--- src/hw/core_irq_pkg.sv ---
// constants for the core interrupt control block
package core_irq_pkg;
    localparam logic [7:0] CORE_IRQ_CTRL_OFS = 8'h0b;
    localparam logic [7:0] PIN_CHANGE_MASK_OFS = 8'h0c;
    localparam logic [7:0] IRQ_STATUS_OFS = 8'h0d;
    localparam logic [7:0] IRQ_CLEAR_OFS = 8'h0e;
    localparam logic [7:0] IRQ_ENABLE_OFS = 8'h0f;
    localparam int GLOBAL_EN_BIT = 7;
    localparam int PERIPH_EN_BIT = 6;
    localparam int TIMER_ZERO_EN_BIT = 5;
    localparam int EXT_EN_BIT = 4;
    localparam int PORTB_EN_BIT = 3;
    localparam int TIMER_ZERO_FLAG_BIT = 2;
    localparam int EXT_FLAG_BIT = 1;
    localparam int PORTB_FLAG_BIT = 0;
    localparam logic [7:0] CTRL_RESET = 8'h00;
    localparam logic [7:0] MASK_RESET = 8'h00;
    localparam logic [3:0] IRQ_EV_RESET = 4'h0;
    localparam int NUM_EVENTS = 4;
endpackage

--- src/hw/pin_change_detect.sv ---
// per-pin change detector for the eight port-B pins
module pin_change_detect
(
    input wire logic clk_i,
    input wire logic rst_i,
    input wire logic [7:0] pins_i,
    input wire logic [7:0] mask_i,
    output logic change_o
);
    logic [7:0] last_q;
    logic [7:0] hit;

    always_ff @(posedge clk_i)
    begin
        if (rst_i)
        begin
            last_q <= 8'h00;
        end
        else
        begin
            last_q <= pins_i;
        end
    end

    genvar g;
    generate
        for (g = 0; g < 8; g = g + 1)
        begin : g_pin
            assign hit[g] = mask_i[g] & (pins_i[g] ^ last_q[g]);
        end
    endgenerate

    assign change_o = |hit;
endmodule

--- src/hw/irq_event_status.sv ---
// sticky event status with clear and enable masks
module irq_event_status
(
    input wire logic clk_i,
    input wire logic rst_i,
    input wire logic [3:0] event_i,
    input wire logic [3:0] clear_i,
    input wire logic [3:0] enable_i,
    output logic [3:0] status_o,
    output logic irq_o
);
    import core_irq_pkg::*;
    logic [3:0] status_q;

    always_ff @(posedge clk_i)
    begin
        if (rst_i)
        begin
            status_q <= IRQ_EV_RESET;
        end
        else
        begin
            status_q <= (status_q & ~clear_i) | event_i;
        end
    end

    assign status_o = status_q;
    assign irq_o = |(status_q & enable_i);
endmodule

--- src/hw/core_interrupt_control.sv ---
// core interrupt control register with flags, gates and register port
// Overview of operation
// bit 7 is the global gate; no interrupt reaches the core while it is clear.
// peripheral-group requests pass to the global gate only while bit 6 is set.
// bit 5 enables the timer-0 overflow interrupt.
// bit 4 enables the external edge-pin interrupt.
// bit 3 enables the port-B change interrupt.
// each port-B pin joins change detection only when its bit in the per-pin mask is set.
// each flag is set by its event regardless of any enable bit.
// software clears stale flags before setting enables.
// flags 2, 1 and 0 stay set until software writes zero; bits 7 to 0 reset to zero.
//
// Strobed register access is this design's own decision.
module core_interrupt_control
(
    input wire logic SYS_CLK_I,
    input wire logic RST_I,
    input wire logic [7:0] ADDR_I,
    input wire logic [7:0] WDATA_I,
    input wire logic WR_I,
    input wire logic RD_I,
    output logic [7:0] RDATA_O,
    input wire logic TIMER_ZERO_OVF_I,
    input wire logic EXTERNAL_EDGE_I,
    input wire logic [7:0] PORTB_PINS_I,
    input wire logic PERIPH_REQ_I,
    output logic CORE_IRQ_O,
    output logic BLOCK_IRQ_O
);
    import core_irq_pkg::*;

    logic [7:0] ctrl_q;
    logic [7:0] mask_q;
    logic [3:0] ev_en_q;
    logic [7:0] rdata_q;
    logic core_irq_q;
    logic block_irq_q;
    logic pin_change;
    logic [3:0] ev_status;
    logic block_irq;
    logic wr_ctrl;
    logic [3:0] ev_clear;
    logic [3:0] ev_set;
    logic [7:0] ctrl_d;

    pin_change_detect u_change
    (
        .clk_i(SYS_CLK_I),
        .rst_i(RST_I),
        .pins_i(PORTB_PINS_I),
        .mask_i(mask_q),
        .change_o(pin_change)
    );

    assign wr_ctrl = WR_I && (ADDR_I == CORE_IRQ_CTRL_OFS);

    // control register: software write, then hardware flag sets win
    always_comb
    begin
        ctrl_d = ctrl_q;
        if (wr_ctrl)
        begin
            ctrl_d = WDATA_I;
        end
        if (TIMER_ZERO_OVF_I)
        begin
            ctrl_d[TIMER_ZERO_FLAG_BIT] = 1'b1;
        end
        if (EXTERNAL_EDGE_I)
        begin
            ctrl_d[EXT_FLAG_BIT] = 1'b1;
        end
        if (pin_change)
        begin
            ctrl_d[PORTB_FLAG_BIT] = 1'b1;
        end
    end

    always_ff @(posedge SYS_CLK_I)
    begin
        if (RST_I)
        begin
            ctrl_q <= CTRL_RESET;
        end
        else
        begin
            ctrl_q <= ctrl_d;
        end
    end

    always_ff @(posedge SYS_CLK_I)
    begin
        if (RST_I)
        begin
            mask_q <= MASK_RESET;
        end
        else if (WR_I && (ADDR_I == PIN_CHANGE_MASK_OFS))
        begin
            mask_q <= WDATA_I;
        end
    end

    always_ff @(posedge SYS_CLK_I)
    begin
        if (RST_I)
        begin
            ev_en_q <= IRQ_EV_RESET;
        end
        else if (WR_I && (ADDR_I == IRQ_ENABLE_OFS))
        begin
            ev_en_q <= WDATA_I[3:0];
        end
    end

    // block event status: bit3 core request, bits 2..0 the three sources
    assign ev_set = {core_irq_q, TIMER_ZERO_OVF_I, EXTERNAL_EDGE_I, pin_change};
    assign ev_clear = (WR_I && (ADDR_I == IRQ_CLEAR_OFS)) ? WDATA_I[3:0] : 4'h0;

    irq_event_status u_status
    (
        .clk_i(SYS_CLK_I),
        .rst_i(RST_I),
        .event_i(ev_set),
        .clear_i(ev_clear),
        .enable_i(ev_en_q),
        .status_o(ev_status),
        .irq_o(block_irq)
    );

    always_ff @(posedge SYS_CLK_I)
    begin
        if (RST_I)
        begin
            core_irq_q <= 1'b0;
        end
        else
        begin
            core_irq_q <= ctrl_q[GLOBAL_EN_BIT] && (
                (ctrl_q[TIMER_ZERO_EN_BIT] && ctrl_q[TIMER_ZERO_FLAG_BIT]) ||
                (ctrl_q[EXT_EN_BIT] && ctrl_q[EXT_FLAG_BIT]) ||
                (ctrl_q[PORTB_EN_BIT] && ctrl_q[PORTB_FLAG_BIT]) ||
                (ctrl_q[PERIPH_EN_BIT] && PERIPH_REQ_I));
        end
    end

    always_ff @(posedge SYS_CLK_I)
    begin
        if (RST_I)
        begin
            block_irq_q <= 1'b0;
        end
        else
        begin
            block_irq_q <= block_irq;
        end
    end

    always_ff @(posedge SYS_CLK_I)
    begin
        if (RST_I)
        begin
            rdata_q <= 8'h00;
        end
        else if (RD_I)
        begin
            case (ADDR_I)
                CORE_IRQ_CTRL_OFS: rdata_q <= ctrl_q;
                PIN_CHANGE_MASK_OFS: rdata_q <= mask_q;
                IRQ_STATUS_OFS: rdata_q <= {4'h0, ev_status};
                IRQ_ENABLE_OFS: rdata_q <= {4'h0, ev_en_q};
                default: rdata_q <= 8'h00;
            endcase
        end
        else
        begin
            rdata_q <= 8'h00;
        end
    end

    assign RDATA_O = rdata_q;
    assign CORE_IRQ_O = core_irq_q;
    assign BLOCK_IRQ_O = block_irq_q;
endmodule

--- config.mk ---
export PLATFORM = sky130hd
export DESIGN_NAME = core_interrupt_control
export DESIGN_NICKNAME = d
export VERILOG_FILES = /design/src/hw/core_irq_pkg.sv /design/src/hw/pin_change_detect.sv /design/src/hw/irq_event_status.sv /design/src/hw/core_interrupt_control.sv
export SDC_FILE = /design/constraint.sdc
export NUM_CORES = 1
export LEC_CHECK = 0
export BUFFER_PORTS_ARGS = -buffer_cell sky130_fd_sc_hd__buf_2
export CAP_MARGIN = 0
export CORE_MARGIN = 5
export CORE_UTILIZATION = 30
export DETAILED_ROUTE_END_ITERATION = 10
export PLACE_DENSITY_LB_ADDON = 0.15
export SLEW_MARGIN = 5
export SYNTH_ARGS = -nofsm -noshare
export SYNTH_HDL_FRONTEND = slang
export SYNTH_SLANG_ARGS = --single-unit
export TNS_END_PERCENT = 30
--- constraint.sdc ---
create_clock -name SYS_CLK_I -period 1.57 [get_ports SYS_CLK_I]
set_input_delay 0.157 -clock SYS_CLK_I [delete_from_list [all_inputs] [get_ports SYS_CLK_I]]
set_output_delay 0.157 -clock SYS_CLK_I [all_outputs]
set_load 0.01 [all_outputs]
# Word level (Yosys, flattened, before mapping)
# Index checks and enable logic that the tools add are counted.
[word_totals]
out_inout_bits = 10
latchBits = 0
reg_bits = 42
mem_bits_ro = 0
wordCells = 61
in_bits = 31
n_memories = 0
ramBits = 0
[op_classes]
mul = 0
magnitude_cmp = 0
n_addsub = 0
reduce_logical = 18
n_div = 0
shift = 0
eq_ne = 5
bitwise = 21
n_mux = 6
[op_table]
columns = ["op", "n"]
rows = [
  ["equality test 8 x 4 -> 1 bit (second input constant)", 5],
  ["one-hot mux 8 bit (4 select lines)", 1],
  ["logical AND 1 bit", 9],
  ["bitwise AND 1 bit", 8],
  ["bitwise AND 4 bit", 2],
  ["OR reduction 8 bit", 1],
  ["XOR 1 bit", 8],
  ["nonzero test 2 bit", 3],
  ["two-way mux 4 bit", 1],
  ["NOT 4 bit", 1],
  ["OR 4 bit", 1],
  ["OR reduction 4 bit", 1],
  ["logical OR 1 bit", 3],
  ["two-way mux 1 bit", 3],
  ["two-way mux 3 bit", 1],
  ["OR reduction 2 bit", 1],
  ["NOT 1 bit", 1],
]

# Depth between registers and ports, before layout
[depth]
depth_word = 6
mapped_depth = 5
mapped_depth_nobuf = 4

# Cells and area by module
# Synthesis repeated with hierarchy kept, for this count alone.
[unflattened]
cells_unflattened = 197
hier_area_um2 = 1919.3
[modules_own_cells]
columns = ["mod", "instances", "area_each_um2", "cells_per_inst"]
rows = [
  ["core_interrupt_control", 1, 1443.9, 149],
  ["pin_change_detect", 1, 316.6, 29],
  ["irq_event_status", 1, 158.9, 19],
]

# Worst setup path before layout
# OpenSTA, ideal clock, no wires.
[synth_path]
path_kind = "in2reg"
from = "input ADDR_I[5]"
to = "register ctrl_q[0]"
setup_ns = 0.132
cell_stages = 5
setup_slack_ns = -0.054
required_ns = 1.438
arrival_ns = 1.491
path_buffers = 1
cell_sequence = "or3_1 > buf_6 > nor4_4 > mux2i_1 > a21oi_1"
[synth_between]
elab_chain_len = 3
[synth_lines]
columns = ["item", "line", "rtl"]
rows = [
  ["start, declared", "core_interrupt_control.sv:18", "input wire logic [7:0] ADDR_I,"],
  ["equality test 8 x 4 -> 1 bit", "core_interrupt_control.sv:55", "assign wr_ctrl = WR_I && (ADDR_I == CORE_IRQ_CTRL_OFS);"],
  ["logical AND 1 bit", "core_interrupt_control.sv:55", ""],
  ["nonzero test 2 bit (no line)", "--", ""],
  ["end signal, assigned", "core_interrupt_control.sv:87", "ctrl_q <= ctrl_d;"],
  ["end, declared", "core_interrupt_control.sv:32", "logic [7:0] ctrl_q;"],
]
# Every way passes these cells.
# A chain may end at the register's enable or synchronous reset.

# Worst setup path after layout
[layout_path]
from = "input ADDR_I[5]"
to = "register u_status.status_q[0], in the netlist u_status.status_o[0]"
[layout_between]
elab_chain_len = 6
[layout_lines]
columns = ["item", "line", "rtl"]
rows = [
  ["equality test 8 x 4 -> 1 bit", "core_interrupt_control.sv:117", "assign ev_clear = (WR_I && (ADDR_I == IRQ_CLEAR_OFS)) ? WDATA_I[3:0] : 4'h0;"],
  ["logical AND 1 bit", "core_interrupt_control.sv:117", ""],
  ["two-way mux 4 bit", "core_interrupt_control.sv:117", ""],
  ["NOT 4 bit", "irq_event_status.sv:23", "status_q <= (status_q & ~clear_i) | event_i;"],
  ["bitwise AND 4 bit", "irq_event_status.sv:23", ""],
  ["OR 4 bit", "irq_event_status.sv:23", ""],
  ["end signal, assigned", "irq_event_status.sv:23", ""],
  ["end, declared", "irq_event_status.sv:13", "logic [3:0] status_q;"],
]
# Every way passes these cells.

==> impl_results.html <==
<table>
<tr><th>Metric</th><th>Value</th></tr>
<tr><th colspan="2">Setup path</th></tr>
<tr><td>Data arrival time of the worst path</td><td>1560 ps</td></tr>
<tr><td>Peak per-stage delay on the critical path</td><td>590 ps</td></tr>
<tr><td>Critical path capture point type</td><td>flip-flop</td></tr>
<tr><td>Slowest stage cell, crit path</td><td>sky130_fd_sc_hd__or4_1</td></tr>
<tr><td>Startpoint class of the critical path</td><td>input pin</td></tr>
<tr><td>Worst Path Buf+Inv</td><td>1</td></tr>
<tr><td>Crit path depth</td><td>5</td></tr>
<tr><td>Crit path max fanout</td><td>8</td></tr>
<tr><td>FF-to-FF path depth</td><td>3</td></tr>
<tr><td>CP Cell Sequence</td><td>buf_2 -&gt; or3_4 -&gt; or4_1 -&gt; o21ai_0 -&gt; a21oi_1</td></tr>
<tr><td>Required time of the critical path</td><td>1750 ps</td></tr>
<tr><td>CP top delay family</td><td>simple AND/OR/NAND/NOR gates</td></tr>
<tr><td>Type of the worst setup path</td><td>in -&gt; reg</td></tr>
<tr><th colspan="2">Clock network</th></tr>
<tr><td>CTS buffer count</td><td>5</td></tr>
<tr><td>Reg clk slew, reported paths</td><td>80 ps</td></tr>
<tr><td>TritonCTS clock tree</td><td>yes</td></tr>
<tr><td>Number of H-tree levels</td><td>2</td></tr>
<tr><td>Number of clock sinks</td><td>42</td></tr>
<tr><td>Buffer count from post-CTS setup fixing</td><td>0</td></tr>
<tr><td>Root buf cell</td><td>sky130_fd_sc_hd__clkbuf_8</td></tr>
<tr><td>Bufs on Longest Clock Path</td><td>2</td></tr>
<tr><td>Clk_lat worst skew</td><td>300 ps</td></tr>
<tr><th colspan="2">Synthesis</th></tr>
<tr><td>Share of flip-flops with an asynchronous set or reset</td><td>0</td></tr>
<tr><td>Count of state elements after synthesis</td><td>42</td></tr>
<tr><td>Count of unique library cells instantiated by Yosys</td><td>28</td></tr>
<tr><td>Post-synthesis cell area</td><td>1719 um^2</td></tr>
<tr><td>Mean cell area of the mapped netlist</td><td>10.05 um^2</td></tr>
<tr><td>Number of warnings reported in the yosys synthesis log</td><td>0</td></tr>
<tr><td>Net count after synthesis</td><td>202</td></tr>
<tr><td>Synthesized instance count</td><td>171</td></tr>
<tr><td>Sequential area share after synthesis</td><td>0.4891</td></tr>
<tr><td>Count of flip-flops with a built-in enable after synthesis</td><td>0</td></tr>
<tr><td>Commonest register cell after synthesis</td><td>sky130_fd_sc_hd__dfxtp_1</td></tr>
<tr><th colspan="2">Job</th></tr>
<tr><td>Max Cap Violations</td><td>0</td></tr>
<tr><th colspan="2">Timing</th></tr>
<tr><td>Setup_tns</td><td>0 ps</td></tr>
<tr><td>Max transition margin</td><td>0.7455</td></tr>
<tr><td>Final worst-path cycle share</td><td>0.8805</td></tr>
<tr><td>Max-slew violation total from the final report</td><td>0</td></tr>
<tr><td>Worst Max-Slew Pin Slew</td><td>381.8 ps</td></tr>
<tr><td>Count of final hold-check violations</td><td>0</td></tr>
<tr><td>Setup repair after global routing missed its margin</td><td>false</td></tr>
<tr><td>Setup Skew</td><td>8.101 ps</td></tr>
<tr><td>Worst path setup slack after routing</td><td>187.7 ps</td></tr>
<tr><td>F_max</td><td>723.4 MHz</td></tr>
<tr><td>Setup violators final</td><td>0</td></tr>
<tr><td>Min cycle time layout</td><td>1382 ps</td></tr>
<tr><th colspan="2">Global route</th></tr>
<tr><td>Number of global-route vias before repair</td><td>1342</td></tr>
<tr><td>Largest net degree at the start of global routing</td><td>22</td></tr>
<tr><td>Global-route wire length before repair</td><td>6.741 mm</td></tr>
<tr><td>Overflow left after global routing</td><td>0</td></tr>
<tr><td>Total GRT Usage</td><td>0.1174</td></tr>
<tr><td>Antenna violations before repair</td><td>0</td></tr>
<tr><th colspan="2">Placed design</th></tr>
<tr><td>Number of buffers added on ports</td><td>40</td></tr>
<tr><td>Setup Slack @ Placement</td><td>-230.6 ps</td></tr>
<tr><td>GP Congestion</td><td>0.8114</td></tr>
<tr><td>Detailed Place HPWL</td><td>3.068 mm</td></tr>
<tr><td>Post-detailed-placement cell area</td><td>2087 um^2</td></tr>
<tr><th colspan="2">Finish</th></tr>
<tr><td>Final core utilization</td><td>0.3979</td></tr>
<tr><td>Fillers</td><td>596</td></tr>
<tr><td>Area occupied by multi-input gates</td><td>819.5 um^2</td></tr>
<tr><td># diodes</td><td>0</td></tr>
<tr><td>Post-synthesis to final-layout area growth</td><td>28.24%</td></tr>
<tr><td>Post-route cell area</td><td>2205 um^2</td></tr>
<tr><td># nets final</td><td>254</td></tr>
<tr><td>Seq. cell area</td><td>840.8 um^2</td></tr>
<tr><td>Share of layout cells above drive strength 1</td><td>0.2991</td></tr>
<tr><th colspan="2">Detailed routing</th></tr>
<tr><td>Total wirelength of the detailed-routed design</td><td>4.102 mm</td></tr>
<tr><td>Via count</td><td>1390</td></tr>
<tr><td>Per-cell routed wire length</td><td>13.86 um</td></tr>
<tr><td>DR DRC count</td><td>0</td></tr>
<tr><td>DRC violation total after the first TritonRoute iteration</td><td>92</td></tr>
<tr><td>Drt first pass iters</td><td>6</td></tr>
<tr><td>Antenna Violating Nets Remaining</td><td>0</td></tr>
<tr><td>Via-per-instance ratio</td><td>4.696</td></tr>
<tr><th colspan="2">Worst hold path</th></tr>
<tr><td>Hold-critical path depth</td><td>2</td></tr>
<tr><td>Class of the most critical hold timing path</td><td>in -&gt; reg</td></tr>
<tr><th colspan="2">Floorplanning</th></tr>
<tr><td>Placement row count</td><td>27</td></tr>
<tr><td>Vertical extent of the die</td><td>85.70 um</td></tr>
<tr><td>Die area</td><td>7344 um^2</td></tr>
<tr><td>Initial core utilization</td><td>0.3103</td></tr>
<tr><td>Floorplan core area</td><td>5540 um^2</td></tr>
<tr><td>Boundary pin count</td><td>41</td></tr>
<tr><td>Die outline width</td><td>85.70 um</td></tr>
<tr><th colspan="2">Power and ir drop</th></tr>
<tr><td>Static leakage</td><td>0.8721 nW</td></tr>
<tr><td>Pwr/cell area</td><td>951.6 nW/um^2</td></tr>
<tr><td>Maximum vdd drop</td><td>812.0 uV</td></tr>
<tr><th colspan="2">Outcome</th></tr>
<tr><td>Run status</td><td>finished clean</td></tr>
</table>
metrics by stage:
step	hold WS (ps)	cells	total power, W
5_1_grt	98.29	296	0.002186
4_1_cts	86.28	296	0.002130
2_1_floorplan	285.2	171	0.001187
3_5_place_dp	401.6	288	0.001258
3_3_place_gp	395.7	288	0.001257
6_report	98.29	296	0.002098
synth_stat cells, types with 3 or more instances:
| library cell | n | area, um^2 |
|---|---|---|
| sky130_fd_sc_hd__a21oi_1 | 8 | 40.04 |
| sky130_fd_sc_hd__a222oi_1 | 4 | 40.04 |
| sky130_fd_sc_hd__a22oi_1 | 10 | 75.07 |
| sky130_fd_sc_hd__clkbuf_1 | 5 | 18.77 |
| sky130_fd_sc_hd__dfxtp_1 | 42 | 840.8 |
| sky130_fd_sc_hd__inv_1 | 9 | 33.78 |
| sky130_fd_sc_hd__mux2_2 | 4 | 45.04 |
| sky130_fd_sc_hd__mux2i_1 | 20 | 200.2 |
| sky130_fd_sc_hd__nand2_1 | 3 | 11.26 |
| sky130_fd_sc_hd__nor2_1 | 27 | 101.4 |
| sky130_fd_sc_hd__nor2b_1 | 8 | 50.05 |
| sky130_fd_sc_hd__o21ai_0 | 4 | 20.02 |
| sky130_fd_sc_hd__xor2_1 | 8 | 70.07 |
layer usage:
metal  up-vias  track usage  part of all wire
met5         -            0                 0
met4         0      0.03022            0.0098
met3         4      0.03458             0.059
met2        42       0.1787              0.45
met1       637       0.1627              0.48
li1        707            -                 -
layout by cell type (no fill, tap or decap), drive strengths merged, types with 2 or more instances in the layout:
master	netlist	final
nor2	27	27
a21oi	8	8
a222oi	4	4
nand4b	2	2
buf	1	51
nand2	3	3
a22oi	10	10
nor4	4	4
nand2b	2	2
clkbuf	5	5
xor2	8	8
inv	9	10
nor3	2	2
dfxtp	42	42
mux2i	20	20
mux2	4	4
nor2b	8	8
o21ai	4	4
flip-flops by register name (all words and copies together) (netlist names):
signal / cells
mask_q: 8
u_status.status_o: 4
CORE_IRQ_O: 1
ev_en_q: 4
BLOCK_IRQ_O: 1
RDATA_O: 8
u_change.last_q: 8
ctrl_q: 8
worst paths after layout:
path / startpoint / endpoint / slack (ps)
hold reg to reg: CORE_IRQ_O / u_status.status_o[3] / 470
hold / removal: PORTB_PINS_I[0] / u_change.last_q[0] / 100
setup reg to reg: ctrl_q[1] / RDATA_O[1] / 400
setup / recovery: ADDR_I[5] / u_status.status_o[0] / 190
kinds of logic (layout without fill, tap and decap cells):
logic type | after synthesis | in the layout | synth area share
AO/OA/AOI/OAI | 28 | 28 | 0.1121
XOR/XNOR | 8 | 8 | 0.04076
buffers and inverters | 15 | 68 | 0.03712
flip-flops | 42 | 42 | 0.4891
multiplexers | 24 | 24 | 0.1426
AND/OR/NAND/NOR | 54 | 54 | 0.1783
area by class of cell:
cell class | instances | area share
flip-flops and latches | 42 | 0.3814
multi-input cells | 114 | 0.3717
repair buffers | 51 | 0.1396
well taps | 72 | 0.04086
clock buffers | 5 | 0.03121
clock inverters | 3 | 0.01986
inverters | 9 | 0.01532
worst reg2reg max path, cell delays in order, from the launching register on:
cell and delay (ps):
sky130_fd_sc_hd__dfxtp_1 340, sky130_fd_sc_hd__mux2_2 260, sky130_fd_sc_hd__a222oi_1 390, sky130_fd_sc_hd__nor2_1 60
repair_timing:
| action | in CTS | in global routing |
|---|---|---|
| setup endpoints to repair | 0 | 1 |
| resized for setup | 0 | 1 |
| hold endpoints to repair | 0 | 0 |
| hold buffers | 0 | 0 |
where the power goes:
group | internal, W | switching, W
logic | 0.0000632 | 0.0000734
registers | 0.00108 | 0.0000115
clock network | 0.000477 | 0.000390
total | 0.00162 | 0.000474
No activity file was read; power rests on OpenSTA's default activity.
